[config.mk]
export PLATFORM = sky130hd
export DESIGN_NAME = cmg_guard
export DESIGN_NICKNAME = d
export VERILOG_FILES = /design/src/core/cmg_pkg.sv /design/src/core/cmg_guard.sv /design/src/core/cmg_region_dec.sv /design/src/core/cmg_vec_dec.sv
export SDC_FILE = /design/constraint.sdc
export NUM_CORES = 1
export LEC_CHECK = 0
export BUFFER_PORTS_ARGS = -buffer_cell sky130_fd_sc_hd__buf_2
export CORE_MARGIN = 3
export CORE_UTILIZATION = 36
export CTS_BUF_LIST = sky130_fd_sc_hd__clkbuf_4 sky130_fd_sc_hd__clkbuf_8
export DETAILED_ROUTE_END_ITERATION = 8
export PLACE_DENSITY = 0.67
export REMOVE_ABC_BUFFERS = 1
export SYNTH_ARGS = -nofsm -noshare
export SYNTH_HDL_FRONTEND = slang
export SYNTH_SLANG_ARGS = --single-unit
[constraint.sdc]
create_clock -name mclk -period 3.7 [get_ports mclk]
set_input_delay 0.74 -clock mclk [delete_from_list [all_inputs] [get_ports mclk]]
set_output_delay 0.74 -clock mclk [all_outputs]
set_load 0.01 [all_outputs]
[src/core/cmg_pkg.sv]
// Package: modes, memory map, access request types for the mode guard
package cmg_pkg;

  // CPU modes, three of them forming the privileged super-system group
  typedef enum logic [2:0] {
    CMG_BOOT = 3'h0,
    CMG_TEST = 3'h1,
    CMG_FIRM = 3'h2,
    CMG_SYS  = 3'h3,
    CMG_USER = 3'h4
  } cmg_mode_e;

  // Memory regions found by the decoder
  typedef enum logic [3:0] {
    CMG_R_AROM   = 4'h0,
    CMG_R_TROM   = 4'h1,
    CMG_R_EEMFG  = 4'h2,
    CMG_R_EESUP  = 4'h3,
    CMG_R_EEAPP  = 4'h4,
    CMG_R_FWRAM  = 4'h5,
    CMG_R_GPRAM  = 4'h6,
    CMG_R_CPRAM  = 4'h7,
    CMG_R_SFR    = 4'h8,
    CMG_R_NONE   = 4'h9
  } cmg_region_e;

  localparam int CMG_AW = 24;

  // Memory map (byte addresses); sizes are the partition figures
  localparam logic [23:0] CMG_AROM_BASE  = 24'h000000;
  localparam logic [23:0] CMG_AROM_SIZE  = 24'h060000; // 384 KiB
  localparam logic [23:0] CMG_TROM_BASE  = 24'h060000;
  localparam logic [23:0] CMG_TROM_SIZE  = 24'h020000; // 128 KiB
  localparam logic [23:0] CMG_EE_BASE    = 24'h080000;
  localparam logic [23:0] CMG_EE_SIZE    = 24'h024000; // 144 KiB
  localparam logic [23:0] CMG_EEMFG_SIZE = 24'h000200; // 512 B
  localparam logic [23:0] CMG_EESUP_SIZE = 24'h000300; // 768 B
  localparam logic [23:0] CMG_RAM_BASE   = 24'h0C0000;
  localparam logic [23:0] CMG_FWRAM_SIZE = 24'h000200; // 512 B
  localparam logic [23:0] CMG_GPRAM_SIZE = 24'h001400; // 5.0 KiB
  localparam logic [23:0] CMG_CPRAM_SIZE = 24'h000A80; // 2.625 KiB
  localparam logic [23:0] CMG_SFR_BASE   = 24'h0D0000;
  localparam logic [23:0] CMG_SFR_SIZE   = 24'h001000;

  // Vector tables in application ROM
  localparam logic [23:0] CMG_FIRMWARE_ENTRY_VECTOR_BASE  = 24'h000100; // 8 entries
  localparam logic [23:0] CMG_SYSTEM_CALL_VECTOR_BASE  = 24'h000200; // 32 entries
  localparam logic [23:0] CMG_VEC_STRIDE = 24'h000004;
  localparam int          CMG_FIRMWARE_ENTRY_VECTOR_NUM   = 8;
  localparam int          CMG_SYSTEM_CALL_VECTOR_NUM   = 32;
  localparam logic [23:0] CMG_XVEC_BASE  = 24'h000000; // exceptions
  localparam logic [23:0] CMG_IVEC_BASE  = 24'h000040; // interrupts
  localparam logic [4:0]  CMG_EXC_ACCESS = 5'h01;      // access violation

  // MMU user-permission slots: one bit per user-gated region
  localparam int CMG_UPERM_W = 4;
  localparam int CMG_UP_AROM = 0;
  localparam int CMG_UP_EE   = 1;
  localparam int CMG_UP_GP   = 2;
  localparam int CMG_UP_CP   = 3;

  // CPU access request
  typedef struct packed {
    logic               valid;
    logic               fetch;
    logic               write;
    logic [CMG_AW-1:0]  addr;
  } cmg_req_s;

  // Guard verdict toward the memory system
  typedef struct packed {
    logic               grant;
    logic               block;
    logic [CMG_AW-1:0]  addr;
    logic               write;
  } cmg_gnt_s;

endpackage

[src/core/cmg_guard.sv]
// Top: CPU mode tracking and mode-based memory access gating
`timescale 1ns/1ps
module cmg_guard
  import cmg_pkg::*;
#(
  parameter int NUM_IRQ = 16
)(
  // Clock and reset
  input  wire logic                   mclk,
  input  wire logic                   rst,
  // Straps from fuses (asynchronous to mclk)
  input  wire logic                   test_fuse_live,
  // CPU side
  input  cmg_req_s                    cpu_req,
  input  wire logic                   cpu_jump,
  input  wire logic                   cpu_boot_done,
  input  wire logic                   cpu_to_user,
  input  wire logic [NUM_IRQ-1:0]     irq_req,
  // MMU user rights written by system-mode software
  input  wire logic                   uperm_we,
  input  wire logic [CMG_UPERM_W-1:0] uperm_wdata,
  // Arithmetic coprocessor side
  input  wire logic                   cop_valid,
  input  wire logic [CMG_AW-1:0]      cop_addr,
  // Verdicts
  output cmg_gnt_s                    cpu_gnt,
  output logic                        cop_grant,
  output logic                        cop_block,
  // Redirect of program flow
  output logic                        redir_valid,
  output logic [CMG_AW-1:0]           redir_addr,
  // Mode status
  output cmg_mode_e                   mode,
  output logic                        super_sys
);

  // Elaboration check: the interrupt index is five bits wide
  if (NUM_IRQ < 1 || NUM_IRQ > 32) begin : g_bad_irq
    $error("NUM_IRQ must be 1..32");
  end

  // Fuse sync; only the second stage is read
  logic fuse_s1_ff;
  logic fuse_s2_ff;
  always_ff @(posedge mclk or posedge rst) begin
    if (rst) begin
      fuse_s1_ff <= 1'b0;
      fuse_s2_ff <= 1'b0;
    end else begin
      fuse_s1_ff <= test_fuse_live;
      fuse_s2_ff <= fuse_s1_ff;
    end
  end

  // Decoders
  cmg_region_e cpu_region;
  cmg_region_e cop_region;
  logic        fw_hit;
  logic        sc_hit;

  cmg_region_dec u_cpu_dec (
    .addr   (cpu_req.addr),
    .region (cpu_region)
  );

  cmg_region_dec u_cop_dec (
    .addr   (cop_addr),
    .region (cop_region)
  );

  cmg_vec_dec u_vec_dec (
    .addr   (cpu_req.addr),
    .fw_hit (fw_hit),
    .sc_hit (sc_hit)
  );

  // Mode state and user rights
  cmg_mode_e              mode_ff;
  cmg_mode_e              nxt_mode;
  logic [CMG_UPERM_W-1:0] uperm_ff;

  // Permission check per mode and region
  function automatic logic allowed(input cmg_mode_e   m,
                                   input cmg_region_e r,
                                   input logic [CMG_UPERM_W-1:0] up);
    logic ok;
    ok = 1'b0;
    unique case (m)
      CMG_TEST: ok = (r != CMG_R_NONE);
      CMG_BOOT, CMG_FIRM: begin
        ok = (r == CMG_R_TROM) || (r == CMG_R_EEMFG)
          || (r == CMG_R_EESUP) || (r == CMG_R_FWRAM)
          || (r == CMG_R_SFR);
      end
      CMG_SYS: begin
        ok = (r == CMG_R_AROM) || (r == CMG_R_EEAPP)
          || (r == CMG_R_GPRAM) || (r == CMG_R_CPRAM)
          || (r == CMG_R_SFR);
      end
      CMG_USER: begin
        unique case (r)
          CMG_R_AROM:  ok = up[CMG_UP_AROM];
          CMG_R_EEAPP: ok = up[CMG_UP_EE];
          CMG_R_GPRAM: ok = up[CMG_UP_GP];
          CMG_R_CPRAM: ok = up[CMG_UP_CP];
          default:     ok = 1'b0;
        endcase
      end
      default: ok = 1'b0;
    endcase
    return ok;
  endfunction

  logic cpu_ok;
  logic jump_ok;
  assign cpu_ok  = allowed(mode_ff, cpu_region, uperm_ff);
  // A vector entry is itself the permitted way in, so it is not checked
  assign jump_ok = cpu_req.valid && cpu_jump && (fw_hit || sc_hit);

  // Lowest pending interrupt wins
  logic            irq_any;
  logic [4:0]      irq_idx;
  always_comb begin
    irq_any = 1'b0;
    irq_idx = 5'h00;
    for (int i = NUM_IRQ - 1; i >= 0; i--) begin
      if (irq_req[i]) begin
        irq_any = 1'b1;
        irq_idx = 5'(i);
      end
    end
  end

  logic viol;
  assign viol = cpu_req.valid && !cpu_ok && !jump_ok;

  // Next mode: only vectors and the boot hand-off move upward
  always_comb begin
    nxt_mode = mode_ff;
    if (jump_ok && fw_hit) begin
      nxt_mode = CMG_FIRM;
    end else if (jump_ok && sc_hit) begin
      nxt_mode = CMG_SYS;
    end else if (mode_ff == CMG_BOOT && cpu_boot_done) begin
      nxt_mode = fuse_s2_ff ? CMG_TEST : CMG_SYS;
    end else if (mode_ff == CMG_SYS && cpu_to_user) begin
      nxt_mode = CMG_USER;
    end
  end

  // Mode register; reset always starts in boot
  always_ff @(posedge mclk or posedge rst) begin
    if (rst) begin
      mode_ff <= CMG_BOOT;
    end else begin
      mode_ff <= nxt_mode;
    end
  end

  // MMU user rights, writable only from system mode
  always_ff @(posedge mclk or posedge rst) begin
    if (rst) begin
      uperm_ff <= '0;
    end else if (uperm_we && mode_ff == CMG_SYS) begin
      uperm_ff <= uperm_wdata;
    end
  end

  // CPU verdict registered for timing
  always_ff @(posedge mclk or posedge rst) begin
    if (rst) begin
      cpu_gnt <= '0;
    end else begin
      cpu_gnt.grant <= cpu_req.valid && (cpu_ok || jump_ok);
      cpu_gnt.block <= viol;
      cpu_gnt.addr  <= cpu_req.addr;
      cpu_gnt.write <= cpu_req.write && !viol;
    end
  end

  // Coprocessor: own RAM only, no MMU check
  always_ff @(posedge mclk or posedge rst) begin
    if (rst) begin
      cop_grant <= 1'b0;
      cop_block <= 1'b0;
    end else begin
      cop_grant <= cop_valid && (cop_region == CMG_R_CPRAM);
      cop_block <= cop_valid && (cop_region != CMG_R_CPRAM);
    end
  end

  // Redirect: violation exception beats interrupts
  always_ff @(posedge mclk or posedge rst) begin
    if (rst) begin
      redir_valid <= 1'b0;
      redir_addr  <= '0;
    end else if (viol) begin
      redir_valid <= 1'b1;
      redir_addr  <= 24'(CMG_XVEC_BASE
                         + {17'h0, CMG_EXC_ACCESS, 2'h0});
    end else if (irq_any) begin
      redir_valid <= 1'b1;
      redir_addr  <= 24'(CMG_IVEC_BASE + {17'h0, irq_idx, 2'h0});
    end else begin
      redir_valid <= 1'b0;
    end
  end

  // Status outputs
  always_ff @(posedge mclk or posedge rst) begin
    if (rst) begin
      mode      <= CMG_BOOT;
      super_sys <= 1'b1;
    end else begin
      mode      <= nxt_mode;
      super_sys <= (nxt_mode == CMG_BOOT) || (nxt_mode == CMG_TEST)
                || (nxt_mode == CMG_FIRM);
    end
  end

endmodule

[src/core/cmg_region_dec.sv]
// Address decoder: maps a byte address onto a memory region
`timescale 1ns/1ps
module cmg_region_dec
  import cmg_pkg::*;
(
  // Address in
  input  wire logic [CMG_AW-1:0] addr,
  // Region out
  output cmg_region_e            region
);

  function automatic logic inside_rng(input logic [23:0] a,
                                      input logic [23:0] b,
                                      input logic [23:0] s);
    return (a >= b) && (a < 24'(b + s));
  endfunction

  // Firmware parts sit at the bottom of EEPROM and RAM
  always_comb begin
    region = CMG_R_NONE;
    if (inside_rng(addr, CMG_AROM_BASE, CMG_AROM_SIZE)) begin
      region = CMG_R_AROM;
    end else if (inside_rng(addr, CMG_TROM_BASE, CMG_TROM_SIZE)) begin
      region = CMG_R_TROM;
    end else if (inside_rng(addr, CMG_EE_BASE, CMG_EEMFG_SIZE)) begin
      region = CMG_R_EEMFG;
    end else if (inside_rng(addr, 24'(CMG_EE_BASE + CMG_EEMFG_SIZE),
                            CMG_EESUP_SIZE)) begin
      region = CMG_R_EESUP;
    end else if (inside_rng(addr, CMG_EE_BASE, CMG_EE_SIZE)) begin
      region = CMG_R_EEAPP;
    end else if (inside_rng(addr, CMG_RAM_BASE, CMG_FWRAM_SIZE)) begin
      region = CMG_R_FWRAM;
    end else if (inside_rng(addr, 24'(CMG_RAM_BASE + CMG_FWRAM_SIZE),
                            CMG_GPRAM_SIZE)) begin
      region = CMG_R_GPRAM;
    end else if (inside_rng(addr, 24'(CMG_RAM_BASE + CMG_FWRAM_SIZE
                                      + CMG_GPRAM_SIZE),
                            CMG_CPRAM_SIZE)) begin
      region = CMG_R_CPRAM;
    end else if (inside_rng(addr, CMG_SFR_BASE, CMG_SFR_SIZE)) begin
      region = CMG_R_SFR;
    end
  end

endmodule

[src/core/cmg_vec_dec.sv]
// Vector decoder: recognises firmware-entry and system-call targets
`timescale 1ns/1ps
module cmg_vec_dec
  import cmg_pkg::*;
(
  // Jump target
  input  wire logic [CMG_AW-1:0] addr,
  // Hits
  output logic                   fw_hit,
  output logic                   sc_hit
);

  function automatic logic vec_hit(input logic [23:0] a,
                                   input logic [23:0] b,
                                   input int          n);
    logic [23:0] off;
    off = 24'(a - b);
    return (a >= b) && (off[1:0] == 2'h0)
           && (off < 24'(n * CMG_VEC_STRIDE));
  endfunction

  assign fw_hit = vec_hit(addr, CMG_FIRMWARE_ENTRY_VECTOR_BASE, CMG_FIRMWARE_ENTRY_VECTOR_NUM);
  assign sc_hit = vec_hit(addr, CMG_SYSTEM_CALL_VECTOR_BASE, CMG_SYSTEM_CALL_VECTOR_NUM);

endmodule

# == Word level (Yosys, flattened, before mapping) ==
# Cells that the tools add are included.
# classes
n_addsub,3
order_cmp,38
n_eq_ne,17
mux,61
reduce_logical,57
# op_table
operator,count
< comparator 24 x 20 -> 1 bit (second input constant),16
greater-or-equal comparator 24 x 20 -> 1 bit (second input constant),12
2-to-1 mux 5 bit,15
2-to-1 mux 4 bit,17
greater-or-equal comparator 24 x 1 -> 1 bit (second input constant),2
greater-or-equal comparator 24 x 19 -> 1 bit (second input constant),2
< comparator 24 x 19 -> 1 bit (second input constant),2
2-to-1 mux 24 bit,2
logical AND 1 bit,35
greater-or-equal comparator 24 x 10 -> 1 bit (second input constant),1
greater-or-equal comparator 24 x 9 -> 1 bit (second input constant),1
< comparator 24 x 6 -> 1 bit (second input constant),1
< comparator 24 x 8 -> 1 bit (second input constant),1
subtractor 24 x 10 -> 24 bit (second input constant),1
subtractor 24 x 9 -> 24 bit (second input constant),1
equality test 4 x 3 -> 1 bit (second input constant),5
2-to-1 mux 1 bit,20
logical OR 1 bit,12
2-to-1 mux 3 bit,4
equality test 3 x 2 -> 1 bit (second input constant),3
adder 7 x 7 -> 8 bit (first input constant),1
equality test 4 x 2 -> 1 bit (second input constant),2
case mux 1 bit (4 select lines),2
equality test 3 x 1 -> 1 bit (second input constant),2
other kinds (12),16
# totals
register_bits,64
inputBits,79
out_inout_bits,58
word_cells,189

# == Longest topological paths before layout ==
# Gate-level depths: netlist (run 1).
# depth
depth_word,22
depth_mapped,11

# == Cells and area by module ==
# From an unflattened synthesis (run 1), not the netlist that was laid out.
# hier_totals
cells_unflattened,255
hier_area_um2,2498.6
# modules_own_cells
module,n_inst,cells_each,area_each_um2,seq_area_each_um2
cmg_guard,1,156,1861.8,1127.3
cmg_region_dec,2,35,216.5,0.0
cmg_vec_dec,1,29,203.9,0.0

# == Worst setup path before layout (run 1) ==
# Ideal clock, no wire load.
# synth_path
path_kind,input -> register
startpoint,input port cpu_req[11] in the netlist's numbering
endpoint,register redir_addr[6]
setup_time_ns,0.073
arrival_ns,3.131
t_required_ns,3.627
setup_slack_ns,0.496
stages,11
n_path_buf,2
cell_sequence,buf_6 or3_1 buf_2 or4_4 a2111oi_4 o22ai_1 a21oi_2 a21oi_1 a221o_1 nand4_2 a21boi_2
# synth_via
elab_chain_len,21
# synth_rtl
element,line_no,source
from (decl),cmg_guard.sv:14,"input cmg_req_s cpu_req,"
greater-or-equal comparator 24 x 20 -> 1 bit or < comparator 24 x 20 -> 1 bit (tied branches),cmg_region_dec.sv:15,return (a >= b) && (a < 24'(b + s));
logical AND 1 bit,cmg_region_dec.sv:15,
2-to-1 mux 1 bit,cmg_region_dec.sv:41,"end else if (inside_rng(addr, CMG_SFR_BASE, CMG_SFR_SIZE)) begin"
2-to-1 mux 4 bit,cmg_region_dec.sv:37,"end else if (inside_rng(addr, 24'(CMG_RAM_BASE + CMG_FWRAM_SIZE"
2-to-1 mux 4 bit,cmg_region_dec.sv:34,"end else if (inside_rng(addr, 24'(CMG_RAM_BASE + CMG_FWRAM_SIZE),"
2-to-1 mux 4 bit,cmg_region_dec.sv:32,"end else if (inside_rng(addr, CMG_RAM_BASE, CMG_FWRAM_SIZE)) begin"
2-to-1 mux 4 bit,cmg_region_dec.sv:30,"end else if (inside_rng(addr, CMG_EE_BASE, CMG_EE_SIZE)) begin"
2-to-1 mux 4 bit,cmg_region_dec.sv:27,"end else if (inside_rng(addr, 24'(CMG_EE_BASE + CMG_EEMFG_SIZE),"
[4 not listed],-,
logical OR 1 bit (on tied branches),"cmg_guard.sv:96, cmg_guard.sv:91",
logical OR 1 bit (on tied branches) (2 in series),"cmg_guard.sv:97, cmg_guard.sv:92",
logical OR 1 bit (on tied branches),"cmg_guard.sv:98, cmg_guard.sv:93",
case mux 1 bit (4 select lines),cmg_guard.sv:88,unique case (m)
logical NOT 1 bit,cmg_guard.sv:135,assign viol = cpu_req.valid && !cpu_ok && !jump_ok;
logical AND 1 bit,cmg_guard.sv:135,
logical AND 1 bit (*),cmg_guard.sv:135,
2-to-1 mux 24 bit or nonzero test 2 bit (tied branches),-,
to (signal assigned),cmg_guard.sv:199,redir_addr <= 24'(CMG_XVEC_BASE
to (signal assigned),cmg_guard.sv:203,"redir_addr <= 24'(CMG_IVEC_BASE + {17'h0, irq_idx, 2'h0});"
to (decl),cmg_guard.sv:31,"output logic [CMG_AW-1:0] redir_addr,"
# Every way passes the cells marked *; elsewhere a longest branch is shown, timed or not.
# A chain may end at the register's enable or synchronous reset.

# == Final worst setup path (run 1) ==
# layout_path
startpoint,input port cpu_req[9] in the netlist's numbering
endpoint,register redir_addr[4]
# The elaborated chain is that of the path after synthesis.

==> results of run 1 <==
-- worst max path at each step --
stage                                            to       start  depth (start not counted)
after floorplan           redir_addr[6]$_DFFE_PP0P_  cpu_req[9]                          9
after global placement    redir_addr[4]$_DFFE_PP0P_  cpu_req[9]                         10
after detailed placement  redir_addr[2]$_DFFE_PP0P_  cpu_req[9]                         10
final                     redir_addr[4]$_DFFE_PP0P_  cpu_req[9]                         10
after CTS                 redir_addr[4]$_DFFE_PP0P_  cpu_req[9]                         10
after global routing      redir_addr[4]$_DFFE_PP0P_  cpu_req[9]                         10
-- cell type report --
| type | count | area (um^2) |
|---|---|---|
| tap | 93 | 116.4 |
| clock inverter | 3 | 65.06 |
| sequential | 45 | 1127 |
| timing repair buffer | 112 | 568.0 |
| inverter | 15 | 56.30 |
| clock buffer | 5 | 68.82 |
| fill | 604 | 3349 |
| multi-input combinational | 199 | 1216 |
-- cells by family (layout without fill, tap and decap cells) --
family,after synthesis,in the layout,share of synthesized area (%)
AOI/OAI and AO/OA,59,59,16.15
xor gates and xnor gates,4,4,1.392
adders and majority gates,4,4,1.988
buffers and inverters,43,135,9.592
DFF,45,45,44.78
muxes,5,5,2.187
other,1,19,0.1490
and+or+nand+nor,108,108,23.76
-- cells in the final DEF (no fill, tap or decap), drive strengths merged, types with 2 or more instances in the layout --
cell type,synthesis,final
xor2,2,2
nor3,14,14
nand4,3,3
a21o,2,2
nor2,18,18
buf,21,112
mux2,4,4
nor2b,2,2
nor4,14,14
a211oi,4,4
o21a,2,2
and2,5,5
or4,5,5
nor3b,2,2
clkbuf,7,5
o21bai,3,3
conb,1,19
xnor2,2,2
nand2b,4,4
or2,2,2
inv,15,15
o22ai,2,2
and3,3,3
dfrtp,44,44
or3,3,3
nand2,19,19
ha,4,4
nand3,8,8
a31oi,3,3
a2111oi,3,3
bufinv,0,2
o21ai,6,6
a21oi,23,23
-- sequential cells by signal, indices dropped and copies added (netlist names) --
register,flops
cpu_gnt,27
redir_addr,5
uperm_ff,4
mode,3
cop_block,1
cop_grant,1
fuse_s1_ff,1
fuse_s2_ff,1
redir_valid,1
super_sys,1
-- critical path, cell delays in order --
cell       delay (ns)
buf_2            0.17
or3_1            0.40
or4_4            0.43
a2111oi_4        0.38
o22ai_1          0.18
a21oi_2          0.22
a21oi_1          0.09
a221o_1          0.36
nand4_2          0.20
and3_1           0.18
-- metal layers --
metal,track usage (%),routed length (um),up-vias
met1,21.10,2810,1063
met4,4.601,74,0
met5,0,0,-
met2,27.73,3172,96
li1,-,-,1156
met3,3.558,485,7
-- power groups by stage --
stage	clock network, mW	registers [mW]	logic (mW)
after global placement	0	0.523	0.159
after CTS	0.450	0.513	0.162
final	0.434	0.513	0.160
after detailed placement	0	0.523	0.161
after floorplan	0	0.533	0.0564
after global routing	0.472	0.515	0.180
-- Yosys cell counts (2+ instances only) --
library cell  count  area (um^2)
o22ai_1           2        12.51
nand4_1           2        12.51
nand2_1          19        71.32
a21o_1            2        15.01
dfrtp_1          44         1101
o21bai_1          3        22.52
and2_1            5        31.28
ha_1              4        50.05
buf_4            19        142.6
or4_1             4        30.03
and3_1            3        18.77
xor2_1            2        17.52
a31oi_1           3        18.77
o21ai_0           6        30.03
o21a_1            2        15.01
a211oi_1          4        30.03
clkbuf_1          7        26.28
nor3_1           14        70.07
nor2b_1           2        12.51
nand3_1           8        40.04
nor2_1           18        67.56
mux2_2            4        45.04
or2_2             2        12.51
nand2b_1          4        25.02
nor4_1           13        81.33
xnor2_1           2        17.52
inv_1            15        56.30
a21oi_1          22        110.1
or3_1             3        18.77
nor3b_1           2        15.01
a2111oi_0         2        17.52
==> results.yml, run 1 <==
routing:
  viasPerCell: 4.919
  drtPass1Iterations: 4
  first_iter_violations: 131
  via_count: 2322
  wirelength_um: 6543
  postRouteAntennaNets: 0
  routedWlPerCell_um: 13.86
  drc: 0
cts:
  cts.path.max_buffers: 2
  clkSinkCount: 45
  clkLatencyLatePin_ns: 0.30
  ctsHtreeMaxLevel: 2
  cts_setup_buffers: 0
  cts_tree: "done"
  cts_resized: 0
  numCtsBuffers: 5
  path_clk_slew_ns: 0.09
  hold_buffers: 0
  cts_root_buf: "clkbuf_8"
timing:
  slew_headroom_pct: 38.07
  fmax_mhz: 321.5
  hold_viol_final: 0
  worst_pin_slew_ns: 0.9276
  fin_ws_ns: 0.5893
  clock_skew_ns: 0.004651
  final.min_clock_period_ns: 3.111
  setup_viol: 0
  drv_slew: 0
  holdWs_ns: 0.3528
  final.setup.tns_ns: 0
  rsz0062_at_grt: "false"
  finalCritPeriodShare_pct: 84.07
critical_path:
  required_ns: 3.94
  r2r_setup_slack_ns: 1.96
  cp_data_arrival_time_ns: 3.35
  ff2ff_path_depth: 8
  critical_path.endpoint_type: "register"
  r2r_end: "redir_addr[4]$_DFFE_PP0P_"
  worstSetupStartpointType: "input port"
  criticalPathCategory: "input port to register"
  r2r-start: "mode[2]$_DFF_PP0_"
  crit_path_max_fanout: 11
power_and_ir_drop:
  power.density_nw_per_um2: 344.0
  p_comb_share_pct: 14.5
  internal_power_mw: 0.8386
  swShare_pct: 24.26
  power.leakage_nw: 1.510
  pwr-share-clk_pct: 39.2
  p_total_mw: 1.107
  vdd_ir_drop_max_v: 0.0002236
  power_switching_mw: 0.2685
  seq_power_share_pct: 46.3
logic_synthesis:
  async_flop_share_pct: 100.0
  ys_seq_elements: 45
  synth_cells: 269
  synth_warnings: 0
  synth_edf_count: 0
  netlist_area_um2: 2517
  yosysSeqAreaShare_pct: 44.78
  ys.flop_type: "dfrtp_1"
  yosysUniqueCellTypes: 58
  synth.avg_cell_area_um2: 9.358
finish:
  utilization_pct: 49.00
  nNetsFinal: 461
  drive_above_1_share_pct: 35.36
  areaGrowthSynthToFinish_pct: 27.83
  antenna_cells: 0
  fin_cells: 472
  fin_area_um2: 3218
floorplanning:
  die_h_um: 89.63
  chipWidth_um: 89.63
  pin_count: 137
  core_area_um2: 6568
  std_cell_rows: 29
  start_util_pct: 38.33
  dieArea_um2: 8033
global_routing:
  grt_overflow_total: 0
  grt_pass1_wl_um: 10210
  grt.total_usage_pct: 16.39
  grt_max_degree: 46
  antenna_found_initial: 0
  grt_pass1_vias: 2166
min_path:
  min_path_type: "register to register"
  hold_end: "fuse_s2_ff$_DFF_PP0_"
  worstHoldPathCells: 0
  hold_path_startpoint: "fuse_s1_ff$_DFF_PP0_"
placement:
  gp_congestion: 0.9120
  portBuffers: 109
  place_inst: 464
  pre_cts_slack_ns: 0.2860
  dpl.hpwl_um: 5049
  post_dp_cell_area_um2: 3084
job:
  cap_violations: 0
run_status:
  outcome: "finished clean"
No activity file was read; power rests on OpenSTA's default activity.
==> run 2: changes to the inputs <==
==> constraint.sdc (replaced) <==
create_clock -name mclk -period 2.9 [get_ports mclk]
set_input_delay 0.58 -clock mclk [delete_from_list [all_inputs] [get_ports mclk]]
set_output_delay 0.58 -clock mclk [all_outputs]
set_load 0.01 [all_outputs]
==> results.yml, run 2 (synthesis gave the netlist of run 1 again) <==
run_status:
  outcome: "finished clean"
global_routing:
  grt_pass1_wl_um: 10180
  grt.total_usage_pct: 16.16
  grt_overflow_total: 0
  grt_max_degree: 46
  antenna_found_initial: 0
  grt_pass1_vias: 2269
routing:
  drc: 0
  first_iter_violations: 183
  postRouteAntennaNets: 0
  viasPerCell: 4.870
  routedWlPerCell_um: 13.13
  drtPass1Iterations: 4
  wirelength_um: 6567
  via_count: 2435
min_path:
  min_path_type: "register to register"
power_and_ir_drop:
  internal_power_mw: 0.9472
  power.leakage_nw: 1.637
  power.density_nw_per_um2: 373.9
  p_comb_share_pct: 18.0
  pwr-share-clk_pct: 30.6
  seq_power_share_pct: 51.4
  p_total_mw: 1.274
  vdd_ir_drop_max_v: 0.0001748
  swShare_pct: 25.65
  power_switching_mw: 0.3267
critical_path:
  required_ns: 3.12
  cp_data_arrival_time_ns: 3.00
  criticalPathCategory: "input port to register"
  worstSetupStartpointType: "input port"
  crit_path_max_fanout: 8
  critical_path.endpoint_type: "register"
  r2r_setup_slack_ns: 1.25
finish:
  fillers: 615
  largest_reg_flops: 27
  final_common_cell: "buf_2"
  utilization_pct: 51.88
  nNetsFinal: 490
  reg.largest.list: "cpu_gnt: 27 flops, redir_addr: 5 flops, uperm_ff: 4 flops"
  layout_common_cells: "buf_2 (109), dfrtp_1 (44), buf_4 (32), a21oi_1 (22)"
  drive_above_1_share_pct: 40.05
  regMostFlops: "cpu_gnt"
  antenna_cells: 0
  areaGrowthSynthToFinish_pct: 35.34
timing:
  fmax_mhz: 360.0
  rsz0062_at_grt: "false"
  hold_viol_final: 0
  setup_viol: 0
  slew_headroom_pct: 37.71
  clock_skew_ns: 0.001909
  drv_slew: 0
  final.min_clock_period_ns: 2.778
  worst_pin_slew_ns: 0.9330
  finalCritPeriodShare_pct: 95.78
floorplanning:
  std_cell_rows: 29
  die_h_um: 89.63
  chipWidth_um: 89.63
  pin_count: 137
  dieArea_um2: 8033
  core_area_um2: 6568
  start_util_pct: 38.33
cts:
  cts_tree: "done"
  ctsHtreeMaxLevel: 2
  numCtsBuffers: 5
  clkSinkCount: 45
  cts.path.max_buffers: 2
  cts_root_buf: "clkbuf_8"
  hold_buffers: 0
  clkLatencyLatePin_ns: 0.29
  path_clk_slew_ns: 0.08
placement:
  gp_congestion: 0.9010
  dpl.hpwl_um: 5359
  portBuffers: 109
job:
  cap_violations: 0
run 2: cell types whose count changed in the layout (fill, tap and decap cells not counted), sizes merged:
| cell | before | now |
|---|---|---|
| clkbuf | 5 | 7 |
| clkinv | 1 | 0 |
| bufinv | 2 | 0 |
| buf | 112 | 141 |
run 2: layout make-up:
cell class / instances / area [um^2] / area share [%]
inverter: 15 / 56.30 / 1.653
tap: 93 / 116.4 / 3.415
timing repair buffer: 141 / 785.8 / 23.06
multi-input combinational: 199 / 1231 / 36.14
sequential: 45 / 1127 / 33.09
clock buffer: 7 / 90.09 / 2.644
run 2: what timing repair did:
item                       CTS  global route
gates resized for setup      0             2
buffers inserted             0             1
setup endpoints to repair    0             8
run 2: final timing paths:
| path | start | depth (start not counted) | to |
|---|---|---|---|
| min | fuse_s1_ff$_DFF_PP0_ | 0 | fuse_s2_ff$_DFF_PP0_ |
| max | cpu_req[9] | 10 | redir_addr[6]$_DFFE_PP0P_ |
| max in group asynchronous | rst | 2 | cpu_gnt[9]$_DFF_PP0_ |
| min in group asynchronous | rst | 2 | cpu_gnt[12]$_DFF_PP0_ |
| min reg2reg | fuse_s1_ff$_DFF_PP0_ | 0 | fuse_s2_ff$_DFF_PP0_ |
| max reg2reg | mode[2]$_DFF_PP0_ | 8 | redir_addr[6]$_DFFE_PP0P_ |
run 2: worst max-delay path, cell delays in order:
cell and delay [ns]:
buf_2 0.10, or3_1 0.38, or4_4 0.44, a2111oi_4 0.38, o22ai_2 0.15, a21oi_2 0.18
a21oi_1 0.09, a221o_1 0.36, nand4_4 0.16, a21boi_2 0.17
run 2: power groups by stage:
stage / combinational [mW] / clock (mW) / sequential [mW]
2_1_floorplan: 0.0720 / 0 / 0.681
3_3_place_gp: 0.226 / 0 / 0.667
3_5_place_dp: 0.230 / 0 / 0.668
4_1_cts: 0.230 / 0.405 / 0.655
5_1_grt: 0.255 / 0.438 / 0.657
6_report: 0.229 / 0.390 / 0.655
run 2: per-layer routing:
layer	global-route usage (%)	part of all wire, %
met1	20.03	43
met3	3.467	6.4
met5	0	0
met4	4.465	1.2
met2	28.32	49
run 2: stage by stage:
step / TNS, ns / std cells / instance area, um^2 / hold WS [ns] / setup WS, ns
2_1_floorplan: -0.06946 / 259 / 2400 / 0.3312 / -0.02482
3_3_place_gp: -1.768 / 492 / 3294 / 0.3336 / -0.2404
3_5_place_dp: -1.989 / 492 / 3294 / 0.3355 / -0.2729
4_1_cts: 0 / 499 / 3385 / 0.3538 / 0.02990
5_1_grt: 0 / 500 / 3407 / 0.3589 / 0.007672
6_report: 0 / 500 / 3407 / 0.3523 / 0.1224
